### src/inc/imm_pkg.sv
package imm_pkg;

    localparam int CH_W = 8;
    localparam int NCH = 4;
    localparam int NIN = 4;
    localparam int DIM_W = 12;
    localparam int SUM_W = 32;
    localparam int CNT_W = 24;
    localparam int MASK_W = 8;
    localparam int FIFO_DEPTH = 8;
    localparam int NCH_W = 3;

    // Reset values of the result record and of the sum and count accumulators
    localparam logic [CH_W-1:0] MIN_INIT = 8'hff;
    localparam logic [CH_W-1:0] MAX_INIT = 8'h00;
    localparam logic [SUM_W-1:0] SUM_INIT = 32'h0000_0000;
    localparam logic [CNT_W-1:0] CNT_INIT = 24'h00_0000;

    typedef enum logic [2:0] {
        max_images_mode = 3'b000,
        scalar_maximum_mode = 3'b001,
        min_images_mode = 3'b010,
        scalar_minimum_mode = 3'b011,
        mean_mode = 3'b100,
        extremum_search_mode = 3'b101,
        merge_mode = 3'b110
    } op_mode_t;

    typedef enum logic [1:0] {
        ST_IDLE = 2'b00,
        ST_RUN = 2'b01,
        ST_DIV = 2'b10
    } run_state_t;

    typedef logic [NCH-1:0][CH_W-1:0] pix_t;

    typedef struct packed {
        op_mode_t mode;
        logic [NCH_W-1:0] nch;
        logic [NCH_W-1:0] merge_n;
        logic use_mask;
        logic [CH_W-1:0] scalar;
        logic [DIM_W-1:0] rows;
        logic [DIM_W-1:0] cols;
    } cfg_t;

    typedef struct packed {
        logic [CH_W-1:0] mean;
        logic [CH_W-1:0] min_val;
        logic [CH_W-1:0] max_val;
        logic [DIM_W-1:0] min_row;
        logic [DIM_W-1:0] min_col;
        logic [DIM_W-1:0] max_row;
        logic [DIM_W-1:0] max_col;
        logic found;
    } res_t;

endpackage

### src/logic/img_fifo.sv
`timescale 1ns/1ps
module img_fifo
    import imm_pkg::*;
#(
    parameter int WIDTH = 32,
    parameter int DEPTH = FIFO_DEPTH
) (
    input wire logic i_mclk, // Clock
    input wire logic i_reset, // Sync reset, high
    input wire logic i_ce, // Clock enable
    input wire logic i_in_valid, // Write valid
    output logic o_in_ready, // Room in store
    input wire logic [WIDTH-1:0] i_in_data, // Write data
    output logic o_out_valid, // Head word valid
    input wire logic i_out_ready, // Reader takes head
    output logic [WIDTH-1:0] o_out_data // Head word
);
    localparam int PW = $clog2(DEPTH);

    logic [WIDTH-1:0] mem [DEPTH];
    logic [PW-1:0] wr_ptr_reg;
    logic [PW-1:0] rd_ptr_reg;
    logic [PW:0] count_reg;
    logic [PW:0] count_next;

    wire push = i_in_valid && o_in_ready;
    // Head register refills when empty or being taken, so outputs stay registered
    wire load = (!o_out_valid || i_out_ready) && (count_reg != '0);

    assign count_next = count_reg + (PW+1)'(push) - (PW+1)'(load);

    always_ff @(posedge i_mclk) begin
        if (i_reset) begin
            wr_ptr_reg <= '0;
            rd_ptr_reg <= '0;
            count_reg <= '0;
            o_in_ready <= 1'b0;
            o_out_valid <= 1'b0;
            o_out_data <= '0;
        end else if (i_ce) begin
            if (push) begin
                mem[wr_ptr_reg] <= i_in_data;
                wr_ptr_reg <= wr_ptr_reg + 1'b1;
            end
            if (load) begin
                o_out_data <= mem[rd_ptr_reg];
                rd_ptr_reg <= rd_ptr_reg + 1'b1;
                o_out_valid <= 1'b1;
            end else if (i_out_ready) begin
                o_out_valid <= 1'b0;
            end
            count_reg <= count_next;
            o_in_ready <= count_next < (PW+1)'(DEPTH);
        end
    end
endmodule

### src/logic/image_minmax_mean_merge.sv
`timescale 1ns/1ps
// Contract
// - Two-image max gives larger element per channel
// - Scalar max gives larger of element, scalar
// - Two-image min gives smaller element per channel
// - Scalar min gives smaller of element, scalar
// - Every input pixel consumed once, full output
// - Mean returns channel 0 average only
// - Masked mean divides nonzero-mask sum by count
// - Merge puts input k in channel k
// - Merge channel count equals connected inputs
// - Report global min, max and their locations
// - Masked search skips zero-mask positions
// - Min and max share one format
module image_minmax_mean_merge
    import imm_pkg::*;
(
    input wire logic i_mclk, // 40 MHz clock
    input wire logic i_reset, // Sync reset, high
    input wire logic i_ce, // Clock enable
    input wire logic i_start, // Start pulse, idle only
    input wire cfg_t i_cfg, // Operation setup
    input wire logic [NIN-1:0] i_in_valid, // Input stream valids
    input wire pix_t [NIN-1:0] i_in_data, // 0 is first_image_in
    output logic [NIN-1:0] o_in_ready, // Input stream readies
    input wire logic i_mask_valid, // Mask stream valid
    input wire logic [MASK_W-1:0] i_mask_data, // Mask element
    output logic o_mask_ready, // Mask stream ready
    output logic o_out_valid, // Output pixel valid
    output pix_t o_out_data, // Output pixel
    input wire logic i_out_ready, // Downstream ready
    output logic o_busy, // Operation running
    output logic o_res_valid, // Scalar results valid
    output res_t o_res // Scalar results
);

    // Ties pick either operand; equal values make the choice invisible
    function automatic logic [CH_W-1:0] larger_of(
        input logic [CH_W-1:0] a,
        input logic [CH_W-1:0] b
    );
        return (a > b) ? a : b;
    endfunction

    function automatic logic [CH_W-1:0] smaller_of(
        input logic [CH_W-1:0] a,
        input logic [CH_W-1:0] b
    );
        return (a < b) ? a : b;
    endfunction

    function automatic logic [CH_W-1:0] elem_op(
        input op_mode_t mode,
        input logic [CH_W-1:0] a,
        input logic [CH_W-1:0] b,
        input logic [CH_W-1:0] s
    );
        logic [CH_W-1:0] r;
        r = '0;
        case (mode)
            max_images_mode: r = larger_of(a, b);
            scalar_maximum_mode: r = larger_of(a, s);
            min_images_mode: r = smaller_of(a, b);
            scalar_minimum_mode: r = smaller_of(a, s);
            default: r = a;
        endcase
        return r;
    endfunction

    function automatic logic needs_mask(input cfg_t c);
        return c.use_mask && (c.mode == mean_mode || c.mode == extremum_search_mode);
    endfunction

    // Empty record: extremes start at the far ends so any counted pixel replaces them
    function automatic res_t fresh_result();
        res_t r;
        r = '0;
        r.min_val = MIN_INIT;
        r.max_val = MAX_INIT;
        return r;
    endfunction

    cfg_t cfg_reg;
    cfg_t cfg_next;
    run_state_t state_reg;
    run_state_t state_next;
    logic [NIN-1:0] held_reg;
    logic [NIN-1:0] held_next;
    logic [NIN-1:0] need;
    pix_t [NIN-1:0] hold_data_reg;
    logic mask_held_reg;
    logic mask_held_next;
    logic [MASK_W-1:0] mask_data_reg;
    logic [DIM_W-1:0] row_reg;
    logic [DIM_W-1:0] col_reg;
    logic [SUM_W-1:0] sum_reg;
    logic [CNT_W-1:0] cnt_reg;
    logic [SUM_W-1:0] quo_reg;
    logic [CNT_W:0] rem_reg;
    logic [$clog2(SUM_W+1)-1:0] div_cnt_reg;
    res_t res_reg;
    res_t res_upd;
    pix_t out_pix;
    logic fifo_in_ready;

    wire start_ok = (state_reg == ST_IDLE) && i_start;
    // Readiness on the start edge must already follow the setup being loaded
    assign cfg_next = start_ok ? i_cfg : cfg_reg;
    wire mask_need = needs_mask(cfg_next);
    wire image_mode = (cfg_reg.mode != mean_mode) && (cfg_reg.mode != extremum_search_mode);
    wire two_image = (cfg_reg.mode == max_images_mode) || (cfg_reg.mode == min_images_mode);
    wire all_held = ((held_reg & need) == need) && (mask_held_reg || !mask_need);
    // Image modes stall on the FIFO so downstream back-pressure reaches the inputs
    wire fire = (state_reg == ST_RUN) && all_held && (!image_mode || fifo_in_ready);
    wire last_col = (col_reg == cfg_reg.cols - 1'b1);
    wire last_row = (row_reg == cfg_reg.rows - 1'b1);
    wire last_pix = last_col && last_row;
    wire mask_on = !cfg_reg.use_mask || (mask_data_reg != '0);
    wire [CH_W-1:0] v0 = hold_data_reg[0][0];
    wire [NIN-1:0] take = i_in_valid & o_in_ready;
    wire mask_take = i_mask_valid && o_mask_ready;
    wire [CNT_W:0] rem_shift = {rem_reg[CNT_W-1:0], quo_reg[SUM_W-1]};
    wire rem_ge = rem_shift >= {1'b0, cnt_reg};
    // Next quotient word; on the last step its low byte is the mean
    wire [SUM_W-1:0] quo_shift = {quo_reg[SUM_W-2:0], rem_ge};
    wire div_last = (div_cnt_reg == ($clog2(SUM_W+1))'(SUM_W - 1));

    // Streams a pixel needs; merge takes one stream per connected input
    always_comb begin
        need = '0;
        case (cfg_next.mode)
            max_images_mode,
            min_images_mode: need = 4'h3;
            merge_mode: begin
                for (int k = 0; k < NIN; k++) begin
                    need[k] = (k < int'(cfg_next.merge_n));
                end
            end
            default: need = 4'h1;
        endcase
    end

    always_comb begin
        out_pix = '0;
        for (int c = 0; c < NCH; c++) begin
            if (cfg_reg.mode == merge_mode) begin
                if (c < int'(cfg_reg.merge_n)) begin
                    out_pix[c] = hold_data_reg[c][0];
                end
            end else if (c < int'(cfg_reg.nch)) begin
                out_pix[c] = elem_op(cfg_reg.mode, hold_data_reg[0][c],
                    two_image ? hold_data_reg[1][c] : '0, cfg_reg.scalar);
            end
        end
    end

    always_comb begin
        state_next = state_reg;
        case (state_reg)
            ST_IDLE: begin
                if (i_start) begin
                    state_next = ST_RUN;
                end
            end
            ST_RUN: begin
                if (fire && last_pix) begin
                    // Mean needs the divide; other modes end on the last pixel
                    state_next = (cfg_reg.mode == mean_mode) ? ST_DIV : ST_IDLE;
                end
            end
            ST_DIV: begin
                if (div_last) begin
                    state_next = ST_IDLE;
                end
            end
            default: state_next = ST_IDLE;
        endcase
    end

    // Holding registers let each stream hand over its pixel independently
    assign held_next = (fire ? '0 : held_reg) | take;
    assign mask_held_next = (fire ? 1'b0 : mask_held_reg) | mask_take;

    always_ff @(posedge i_mclk) begin
        if (i_reset) begin
            state_reg <= ST_IDLE;
            cfg_reg <= '0;
            held_reg <= '0;
            mask_held_reg <= 1'b0;
            o_in_ready <= '0;
            o_mask_ready <= 1'b0;
            o_busy <= 1'b0;
        end else if (i_ce) begin
            state_reg <= state_next;
            if (start_ok) begin
                cfg_reg <= i_cfg;
            end
            held_reg <= held_next;
            mask_held_reg <= mask_held_next;
            // Ready drops once a pixel is held, so none is taken twice
            o_in_ready <= (state_next == ST_RUN) ? (need & ~held_next) : '0;
            o_mask_ready <= (state_next == ST_RUN) && mask_need && !mask_held_next;
            o_busy <= (state_next != ST_IDLE);
        end
    end

    always_ff @(posedge i_mclk) begin
        if (i_reset) begin
            hold_data_reg <= '0;
            mask_data_reg <= '0;
        end else if (i_ce) begin
            for (int k = 0; k < NIN; k++) begin
                if (take[k]) begin
                    hold_data_reg[k] <= i_in_data[k];
                end
            end
            if (mask_take) begin
                mask_data_reg <= i_mask_data;
            end
        end
    end

    // Position of the pixel being processed, raster order
    always_ff @(posedge i_mclk) begin
        if (i_reset) begin
            row_reg <= '0;
            col_reg <= '0;
        end else if (i_ce) begin
            if (start_ok) begin
                row_reg <= '0;
                col_reg <= '0;
            end else if (fire) begin
                col_reg <= last_col ? '0 : col_reg + 1'b1;
                if (last_col) begin
                    row_reg <= row_reg + 1'b1;
                end
            end
        end
    end

    // Record after this cycle's pixel; the output copy takes it so the last pixel counts
    always_comb begin
        res_upd = res_reg;
        if (fire && mask_on) begin
            res_upd.found = 1'b1;
            // Strict compares keep the first raster hit
            if (!res_reg.found || v0 < res_reg.min_val) begin
                res_upd.min_val = v0;
                res_upd.min_row = row_reg;
                res_upd.min_col = col_reg;
            end
            if (!res_reg.found || v0 > res_reg.max_val) begin
                res_upd.max_val = v0;
                res_upd.max_row = row_reg;
                res_upd.max_col = col_reg;
            end
        end
        if (state_reg == ST_DIV && div_last) begin
            // Mean of 8-bit elements always fits the low byte
            res_upd.mean = quo_shift[CH_W-1:0];
        end
    end

    // Channel 0 accumulation and extremum search
    always_ff @(posedge i_mclk) begin
        if (i_reset) begin
            sum_reg <= SUM_INIT;
            cnt_reg <= CNT_INIT;
            res_reg <= fresh_result();
        end else if (i_ce) begin
            if (start_ok) begin
                sum_reg <= SUM_INIT;
                cnt_reg <= CNT_INIT;
                res_reg <= fresh_result();
            end else begin
                res_reg <= res_upd;
                if (fire && mask_on) begin
                    sum_reg <= sum_reg + SUM_W'(v0);
                    cnt_reg <= cnt_reg + 1'b1;
                end
            end
        end
    end

    // Restoring divider, one quotient bit a cycle; a zero count gives all ones
    always_ff @(posedge i_mclk) begin
        if (i_reset) begin
            quo_reg <= '0;
            rem_reg <= '0;
            div_cnt_reg <= '0;
        end else if (i_ce) begin
            if (state_reg == ST_RUN && state_next == ST_DIV) begin
                quo_reg <= sum_reg + SUM_W'(mask_on ? v0 : 8'h00);
                rem_reg <= '0;
                div_cnt_reg <= '0;
            end else if (state_reg == ST_DIV) begin
                rem_reg <= rem_ge ? rem_shift - {1'b0, cnt_reg} : rem_shift;
                quo_reg <= quo_shift;
                div_cnt_reg <= div_cnt_reg + 1'b1;
            end
        end
    end

    // Results are published only after the last pixel has been taken
    always_ff @(posedge i_mclk) begin
        if (i_reset) begin
            o_res_valid <= 1'b0;
            o_res <= '0;
        end else if (i_ce) begin
            if (start_ok) begin
                o_res_valid <= 1'b0;
            end else if (state_reg != ST_IDLE && state_next == ST_IDLE) begin
                o_res_valid <= 1'b1;
                o_res <= res_upd;
            end
        end
    end

    // Image results leave through the FIFO; its space gates each pixel, so a
    // stalled sink backs up into the input readies.
    img_fifo #(
        .WIDTH($bits(pix_t)),
        .DEPTH(FIFO_DEPTH)
    ) u_out_fifo (
        .i_mclk(i_mclk),
        .i_reset(i_reset),
        .i_ce(i_ce),
        .i_in_valid(fire && image_mode),
        .o_in_ready(fifo_in_ready),
        .i_in_data(out_pix),
        .o_out_valid(o_out_valid),
        .i_out_ready(i_out_ready),
        .o_out_data(o_out_data)
    );

endmodule

### config.mk
export PLATFORM = sky130hd
export DESIGN_NAME = image_minmax_mean_merge
export DESIGN_NICKNAME = d
export VERILOG_FILES = /design/src/inc/imm_pkg.sv /design/src/logic/img_fifo.sv /design/src/logic/image_minmax_mean_merge.sv
export SDC_FILE = /design/constraint.sdc
export NUM_CORES = 2
export LEC_CHECK = 0
export BUFFER_PORTS_ARGS = -buffer_cell sky130_fd_sc_hd__buf_2
export CAP_MARGIN = 20
export CORE_UTILIZATION = 60
export DETAILED_ROUTE_END_ITERATION = 12
export HOLD_SLACK_MARGIN = 0.08
export PLACE_DENSITY_LB_ADDON = 0.05
export SETUP_SLACK_MARGIN = 0.02
export SLEW_MARGIN = 20
export SYNTH_ARGS = -nofsm -noshare
export SYNTH_HDL_FRONTEND = slang
export SYNTH_SLANG_ARGS = --single-unit
### constraint.sdc
create_clock -name i_mclk -period 6.58 [get_ports i_mclk]
set_input_delay 0 -clock i_mclk [delete_from_list [all_inputs] [get_ports i_mclk]]
set_output_delay 0 -clock i_mclk [all_outputs]
set_load 0.02 [all_outputs]
---- Yosys cells after proc, flatten, opt, wreduce, memory -nomap -nowiden ----
Memories as Yosys holds them, arrays and structs flattened. A register that Yosys moved wholly into a read port is not among the register bits.
Cells that the tools add are included.
operators by class
  reduce and logical (&&, ||, !) cells .... 62
  equal/unequal tests ..................... 19
  multiplexer cells ....................... 79
  bitwise gates (word level) .............. 7
  $add $sub $neg .......................... 13
  $lt $le $gt $ge ......................... 32
operators with widths
  operator                 number
  $mux W8                  36
  $mux W24                 7
  $mux W32                 4
  $pmux W8 S4              4
  $mux W73                 1
  $gt A8 B8 Y1             9
  $lt A8 B8 Y1             9
  $mux W12                 6
  $mux W65                 1
  $add A32 B8 Y32          2
  $mux W42                 1
  $reduce_and A2 Y1        13
  $ge A25 B24 Y1           1
  $add A12 B1 Y12 const B  2
  $add A24 B1 Y24 const B  1
  $eq A12 B12 Y1           2
  $sub A12 B1 Y12 const B  2
  $sub A24 B24 Y24         1
  $logic_and A1 B1 Y1      18
  $lt A1 B3 Y1 const A     6
  $lt A2 B3 Y1 const A     6
  $reduce_bool A2 Y1       8
  $eq A3 B3 Y1 const B     5
  $and A4 B4 Y4            3
  other kinds (30)         64
storage, ports and cells
  output and inout port bits .............. 113
  memories kept ........................... 1
  memory bits (writable) .................. 256
  register bits ........................... 444
  logic and storage cells ................. 266
  input bits .............................. 188
memory list
  memory          words  bits a word  rd ports  clocked after Yosys merged registers in  write ports  line            text
  u_out_fifo.mem  8      32           1         1                                        1            img_fifo.sv:20  logic [WIDTH-1:0] mem [DEPTH];

---- Depth between registers and ports, before layout ----
  word-level depth ........................ 18
  depth in mapped cells ................... 17
  gate-level depth less buffers ........... 16

---- Hierarchy ----
A second synthesis with hierarchy kept.
second synthesis, totals
  cells, all modules ...................... 3516
  area total of the unflattened synthesis .. 34879.7 µm²
by module, submodules not included
  module                   cells an instance  times used  area each (µm²)  sequential area each (µm²)
  image_minmax_mean_merge  2958               1           23608.9          8648.3
  img_fifo                 558                1           11270.8          8568.2

---- Worst setup path after synthesis ----
Ideal clock, no wire load.
  path type ............................... reg-to-reg
  start point ............................. register state_reg[0]
  end point ............................... memory u_out_fifo.mem[5][0], enable pin
  library setup time ...................... 0.502 ns
  period minus slack after synthesis ...... 5.528 ns
  path buffers ............................ 2
  slack ................................... 1.052 ns
  data required time ...................... 6.078 ns
  cell stages (with the launch flop) ...... 9
  arrival time ............................ 5.026 ns
  cell sequence ........................... dfxtp_1 buf_2 nor3b_2 mux2i_1 a2111oi_4 o2111ai_1 clkbuf_1 or2_2 nor4_1
between the ends
  word-level cells in the longest chain between the ends .. 17
  elaborated cells between the ends (all ways) .. 30
  classes of those cells .................. order compare: 4; eq/ne: 6; mux: 6; bitwise: 1; reduce/logical: 13
RTL lines
  item                                                                  line                            text
  start, declared                                                       image_minmax_mean_merge.sv:85   run_state_t state_reg;
  start signal, assigned                                                image_minmax_mean_merge.sv:194  state_reg <= state_next;
  parallel branches: the longest is 9 deep, another holds $lt A1 B3 Y1  --
  $logic_and A1 B1 Y1 * (2 in series)                                   image_minmax_mean_merge.sv:114  wire fire = (state_reg == ST_RUN) && all_held && (!image_mode || fifo_in_ready);
  $logic_and A1 B1 Y1 *                                                 image_minmax_mean_merge.sv:328  .i_in_valid(fire && image_mode),
  $logic_and A1 B1 Y1 *                                                 img_fifo.sv:26                  wire push = i_in_valid && o_in_ready;
  $mux W1 *                                                             img_fifo.sv:41                  if (push) begin
  $mux W1 *                                                             img_fifo.sv:40                  end else if (i_ce) begin
  $mux W1 *                                                             img_fifo.sv:33                  if (i_reset) begin
  $mux W1 (not written as such) *                                       img_fifo.sv:42                  mem[wr_ptr_reg] <= i_in_data;
  end, declared                                                         img_fifo.sv:20
Mark *: on every way between the ends.

---- Final worst setup path ----
  start point ............................. register cfg_reg[40] (netlist name)
  end point ............................... register rem_reg[23]
between the ends
  word-level cells in the longest chain between the ends .. 16
  elaborated cells between the ends (all ways) .. 32
  classes of those cells .................. eq/ne: 9; mux: 6; bitwise: 1; reduce/logical: 16
RTL lines
  item                                                    line                                                           text
  start, declared                                         image_minmax_mean_merge.sv:83                                  cfg_t cfg_reg;
  start signal, assigned                                  image_minmax_mean_merge.sv:196                                 cfg_reg <= i_cfg;
  $mux W42                                                --
  $eq A3 B2 Y1, or another cell as far along              image_minmax_mean_merge.sv:131                                 case (cfg_next.mode)
  $reduce_or A2 Y1 or $logic_or A1 B1 Y1 (tied branches)  image_minmax_mean_merge.sv:131, image_minmax_mean_merge.sv:71
  $pmux W4 S2 or $logic_and A1 B1 Y1 (tied branches)      image_minmax_mean_merge.sv:131, image_minmax_mean_merge.sv:71
  $and A4 B4 Y4 or $logic_not A1 Y1 (tied branches)       image_minmax_mean_merge.sv:112                                 wire all_held = ((held_reg & need) == need) && (mask_held_reg || !mask_need);
  $eq A4 B4 Y1 or $logic_or A1 B1 Y1 (tied branches)      image_minmax_mean_merge.sv:112
  $logic_and A1 B1 Y1                                     image_minmax_mean_merge.sv:112
  $logic_and A1 B1 Y1 (2 in series)                       image_minmax_mean_merge.sv:114
  $logic_and A1 B1 Y1                                     image_minmax_mean_merge.sv:166                                 if (fire && last_pix) begin
  $mux W2 *                                               image_minmax_mean_merge.sv:166
  $pmux W2 S3 *                                           image_minmax_mean_merge.sv:159                                 case (state_reg)
  $eq A2 B2 Y1 *                                          image_minmax_mean_merge.sv:292                                 if (state_reg == ST_RUN && state_next == ST_DIV) begin
  $logic_and A1 B1 Y1 *                                   image_minmax_mean_merge.sv:292
  $reduce_bool A2 Y1 (no line)                            --
  $reduce_and A2 Y1 (no line)                             --
  end signal, assigned                                    image_minmax_mean_merge.sv:297                                 rem_reg <= rem_ge ? rem_shift - {1'b0, cnt_reg} : rem_shift;
  end, declared                                           image_minmax_mean_merge.sv:99                                  logic [CNT_W:0] rem_reg;
Mark *: on every way between the ends. The rest lies on a longest branch, timed or not.
A chain may end at the register's enable or synchronous reset.

==> impl_metrics.json <==
{
  "die_h_um": 246,
  "drc": 0,
  "startpoint_type": "flop",
  "drive_above_1_share": 0.133,
  "layout.nets": 4322,
  "switching_share": 0.276,
  "synth-async-reset-ratio": 0,
  "grt_max_degree": 189,
  "crit_top_cell": "nor2_1",
  "vias_per_cell": 6.18,
  "drtPass1Iterations": 6,
  "crit_start": "cfg_reg[40]",
  "hold_viol": 0,
  "portBuffers": 252,
  "cp_slowest_stage_delay_ps": 850,
  "dieArea_um2": 60600,
  "switchingPower_mw": 3.11,
  "critical_path_class": "reg2reg",
  "first_global_vias": 29300,
  "ys_warn_count": 0,
  "min_path_type": "in2reg",
  "dp_hpwl_um": 64300,
  "die_x_um": 246,
  "rr_endpoint": "rem_reg[23]",
  "dp_worst_setup_slack_ps": 2170,
  "largest_reg_flops": 256,
  "setup_violations": 0,
  "start_util": 0.607,
  "r2r_cells": 10,
  "pwr-share-clk": 0.390,
  "ant_nets": 0,
  "fin_skew_ps": 23.9,
  "dr_total_vias": 29900,
  "clock_latency_ps": 630,
  "layout_common_cells": "dfxtp_1, nor2_1, nand2_1, a21oi_1, edfxtp_1",
  "grt_pass1_wl_um": 161000,
  "final_common_cell": "dfxtp_1",
  "path_max_fanout": 18,
  "fin_crit_sh": 0.697,
  "cts_root_buf": "clkbuf_16",
  "final.setup.tns_ps": 0,
  "globalRouteOverflowTotal": 0,
  "cellLeakagePower_nw": 15.9,
  "fmax_mhz": 218,
  "slowest_stage": "dfxtp_1",
  "clockBufferDepth": 3,
  "clkSlewWorstSetupHoldPaths_ps": 60,
  "synth-edff-count": 256,
  "status": "complete, no violations",
  "netlist_instances": 3636,
  "drv_cap": 0,
  "areaGrowthSynthToFinish_pct": 18.5,
  "period_needed_ps": 4590,
  "r2r_slack_ps": 1990,
  "cp-end-kind": "flop",
  "coreArea_um2": 58900,
  "max-vdd-ir-drop_mv": 0.259,
  "io_pins": 301,
  "yosysUniqueCellTypes": 88,
  "finalMaxSlewViolations": 0,
  "drt_iter0_markers": 2439,
  "wl_um": 103000,
  "r2r_start": "cfg_reg[40]",
  "worstMarginPinSlew_ps": 1130,
  "crit_required_ps": 7140,
  "critPathArrivalTime_ps": 5150,
  "htree_levels": 3,
  "p_int_mw": 8.18,
  "cts_sinks": 732,
  "fin_ws_ps": 1990,
  "cts_tree": "yes",
  "synth_seq_cells": 732,
  "sequentialPowerShare": 0.445,
  "fillers": 4254,
  "rows": 89,
  "worstSetupPathDepth": 10,
  "antenna_found_initial": 1,
  "cts_buffers": 77,
  "wl_per_cell_um": 21.4,
  "crit_chain": "buf_4, nand3b_1, nor2_1, a21oi_1, o211a_4, and3_1, nand3_1, nand2b_1, nor2_1, a22o_1",
  "yosysSeqAreaShare": 0.481,
  "hold_depth": 4,
  "endpoint": "rem_reg[23]",
  "grt_usage": 0.340,
  "place.gp.congestion": 0.956,
  "relSlewSlack": 0.240,
  "share_comb_of_total_power": 0.165,
  "power_density_nw_per_um2": 267,
  "critical_path.top_delay_family": "simple AND/OR/NAND/NOR gates",
  "rsz0062_at_grt": "false",
  "synthFlopType": "dfxtp_1",
  "critPathBufInv": 1,
  "syn-num-nets": 3960,
  "avgSynthCellArea_um2": 9.84,
  "syn-cell-area_um2": 35800
}
-- routing by layer --
layer / global-route usage / up-vias / share of wire
met5: 0 / - / 0
met4: 0.155 / 0 / 0.046
met3: 0.0515 / 314 / 0.062
met2: 0.567 / 1184 / 0.48
met1: 0.434 / 14500 / 0.41
li1: - / 13900 / -
-- worst min path at each step --
stage | start | end | slack (ps)
finish | i_cfg[9] | cfg_reg[9] | 160
global route | i_cfg[8] | cfg_reg[8] | 160
CTS | i_cfg[2] | cfg_reg[2] | 130
detailed placement | i_in_data[37] | hold_data_reg[37] | 250
global placement | i_in_data[53] | hold_data_reg[53] | 240
floorplan | i_in_data[65] | hold_data_reg[65] | 140
-- cells by family after synthesis --
| kind of cell | share of synthesized area |
|---|---|
| mux | 0.0937 |
| flops | 0.481 |
| buf+inv | 0.0391 |
| compound gates | 0.155 |
| xor+xnor | 0.0345 |
| fa+ha+maj | 0.0484 |
| simple gates | 0.148 |
-- layout make-up --
| cell class | instances | area, µm² | area share |
|---|---|---|---|
| antenna | 1 | 2.50 | 0.0000590 |
| multi-input combinational | 2557 | 17300 | 0.407 |
| tap | 773 | 967 | 0.0228 |
| clock buffer | 113 | 2180 | 0.0514 |
| clock inverter | 29 | 382 | 0.00900 |
| sequential | 732 | 17200 | 0.406 |
| inverter | 90 | 338 | 0.00797 |
| timing repair buffer | 540 | 4030 | 0.0952 |
-- worst reg2reg max path: cells and delay by family (launching register included) --
| kind | cells | cell delay, ps |
|---|---|---|
| buffers and inverters | 1 | 390 |
| and+or+nand+nor | 6 | 2340 |
| AOI/OAI and AO/OA | 3 | 940 |
| DFF | 1 | 850 |
-- synthesized netlist by cell type, drive strengths merged, types with 28 or more instances --
master / n / share of area
dfxtp: 476 / 0.27
nor2: 458 / 0.048
nand2: 404 / 0.042
a21oi: 275 / 0.039
edfxtp: 256 / 0.21
clkbuf: 184 / 0.019
mux2i: 184 / 0.052
ha: 132 / 0.046
a211oi: 125 / 0.027
inv: 89 / 0.0093
xnor2: 89 / 0.022
a22oi: 85 / 0.018
buf: 73 / 0.010
o21ai: 73 / 0.010
mux4: 66 / 0.042
nand3: 65 / 0.0091
o22ai: 61 / 0.011
nor3: 56 / 0.0083
xor2: 52 / 0.013
and3: 36 / 0.0063
nand2b: 33 / 0.0058
nand4: 32 / 0.0056
a21o: 31 / 0.0065
o221ai: 28 / 0.0069
-- what timing repair did --
item | CTS | global route
resized for setup | 0 | 0
endpoints found under the hold margin | 207 | 0
hold buffers | 235 | 0
setup buffers | 0 | 0
endpoints found under the setup margin | 0 | 0
-- per-stage QoR --
step	hold slack (ps)	util	power (mW)	cell area [µm²]	std cells
final	158	0.720	11.3	42400	4835
after global routing	160	0.720	11.7	42400	4835
after CTS	134	0.719	11.3	42400	4834
after detailed placement	246	0.636	6.88	37500	4457
after global placement	240	0.636	6.83	37400	4457
after floorplan	136	-	6.39	35800	3636
-- power by group through the flow --
stage,sequential [mW],combinational (mW),clock [mW]
floorplan,5.07,1.32,0
global route,5.05,2.01,4.64
global placement,5.12,1.71,0
detailed placement,5.13,1.76,0
finish,5.02,1.86,4.41
CTS,5.03,1.85,4.46
No activity file was read; power rests on OpenSTA's default activity.
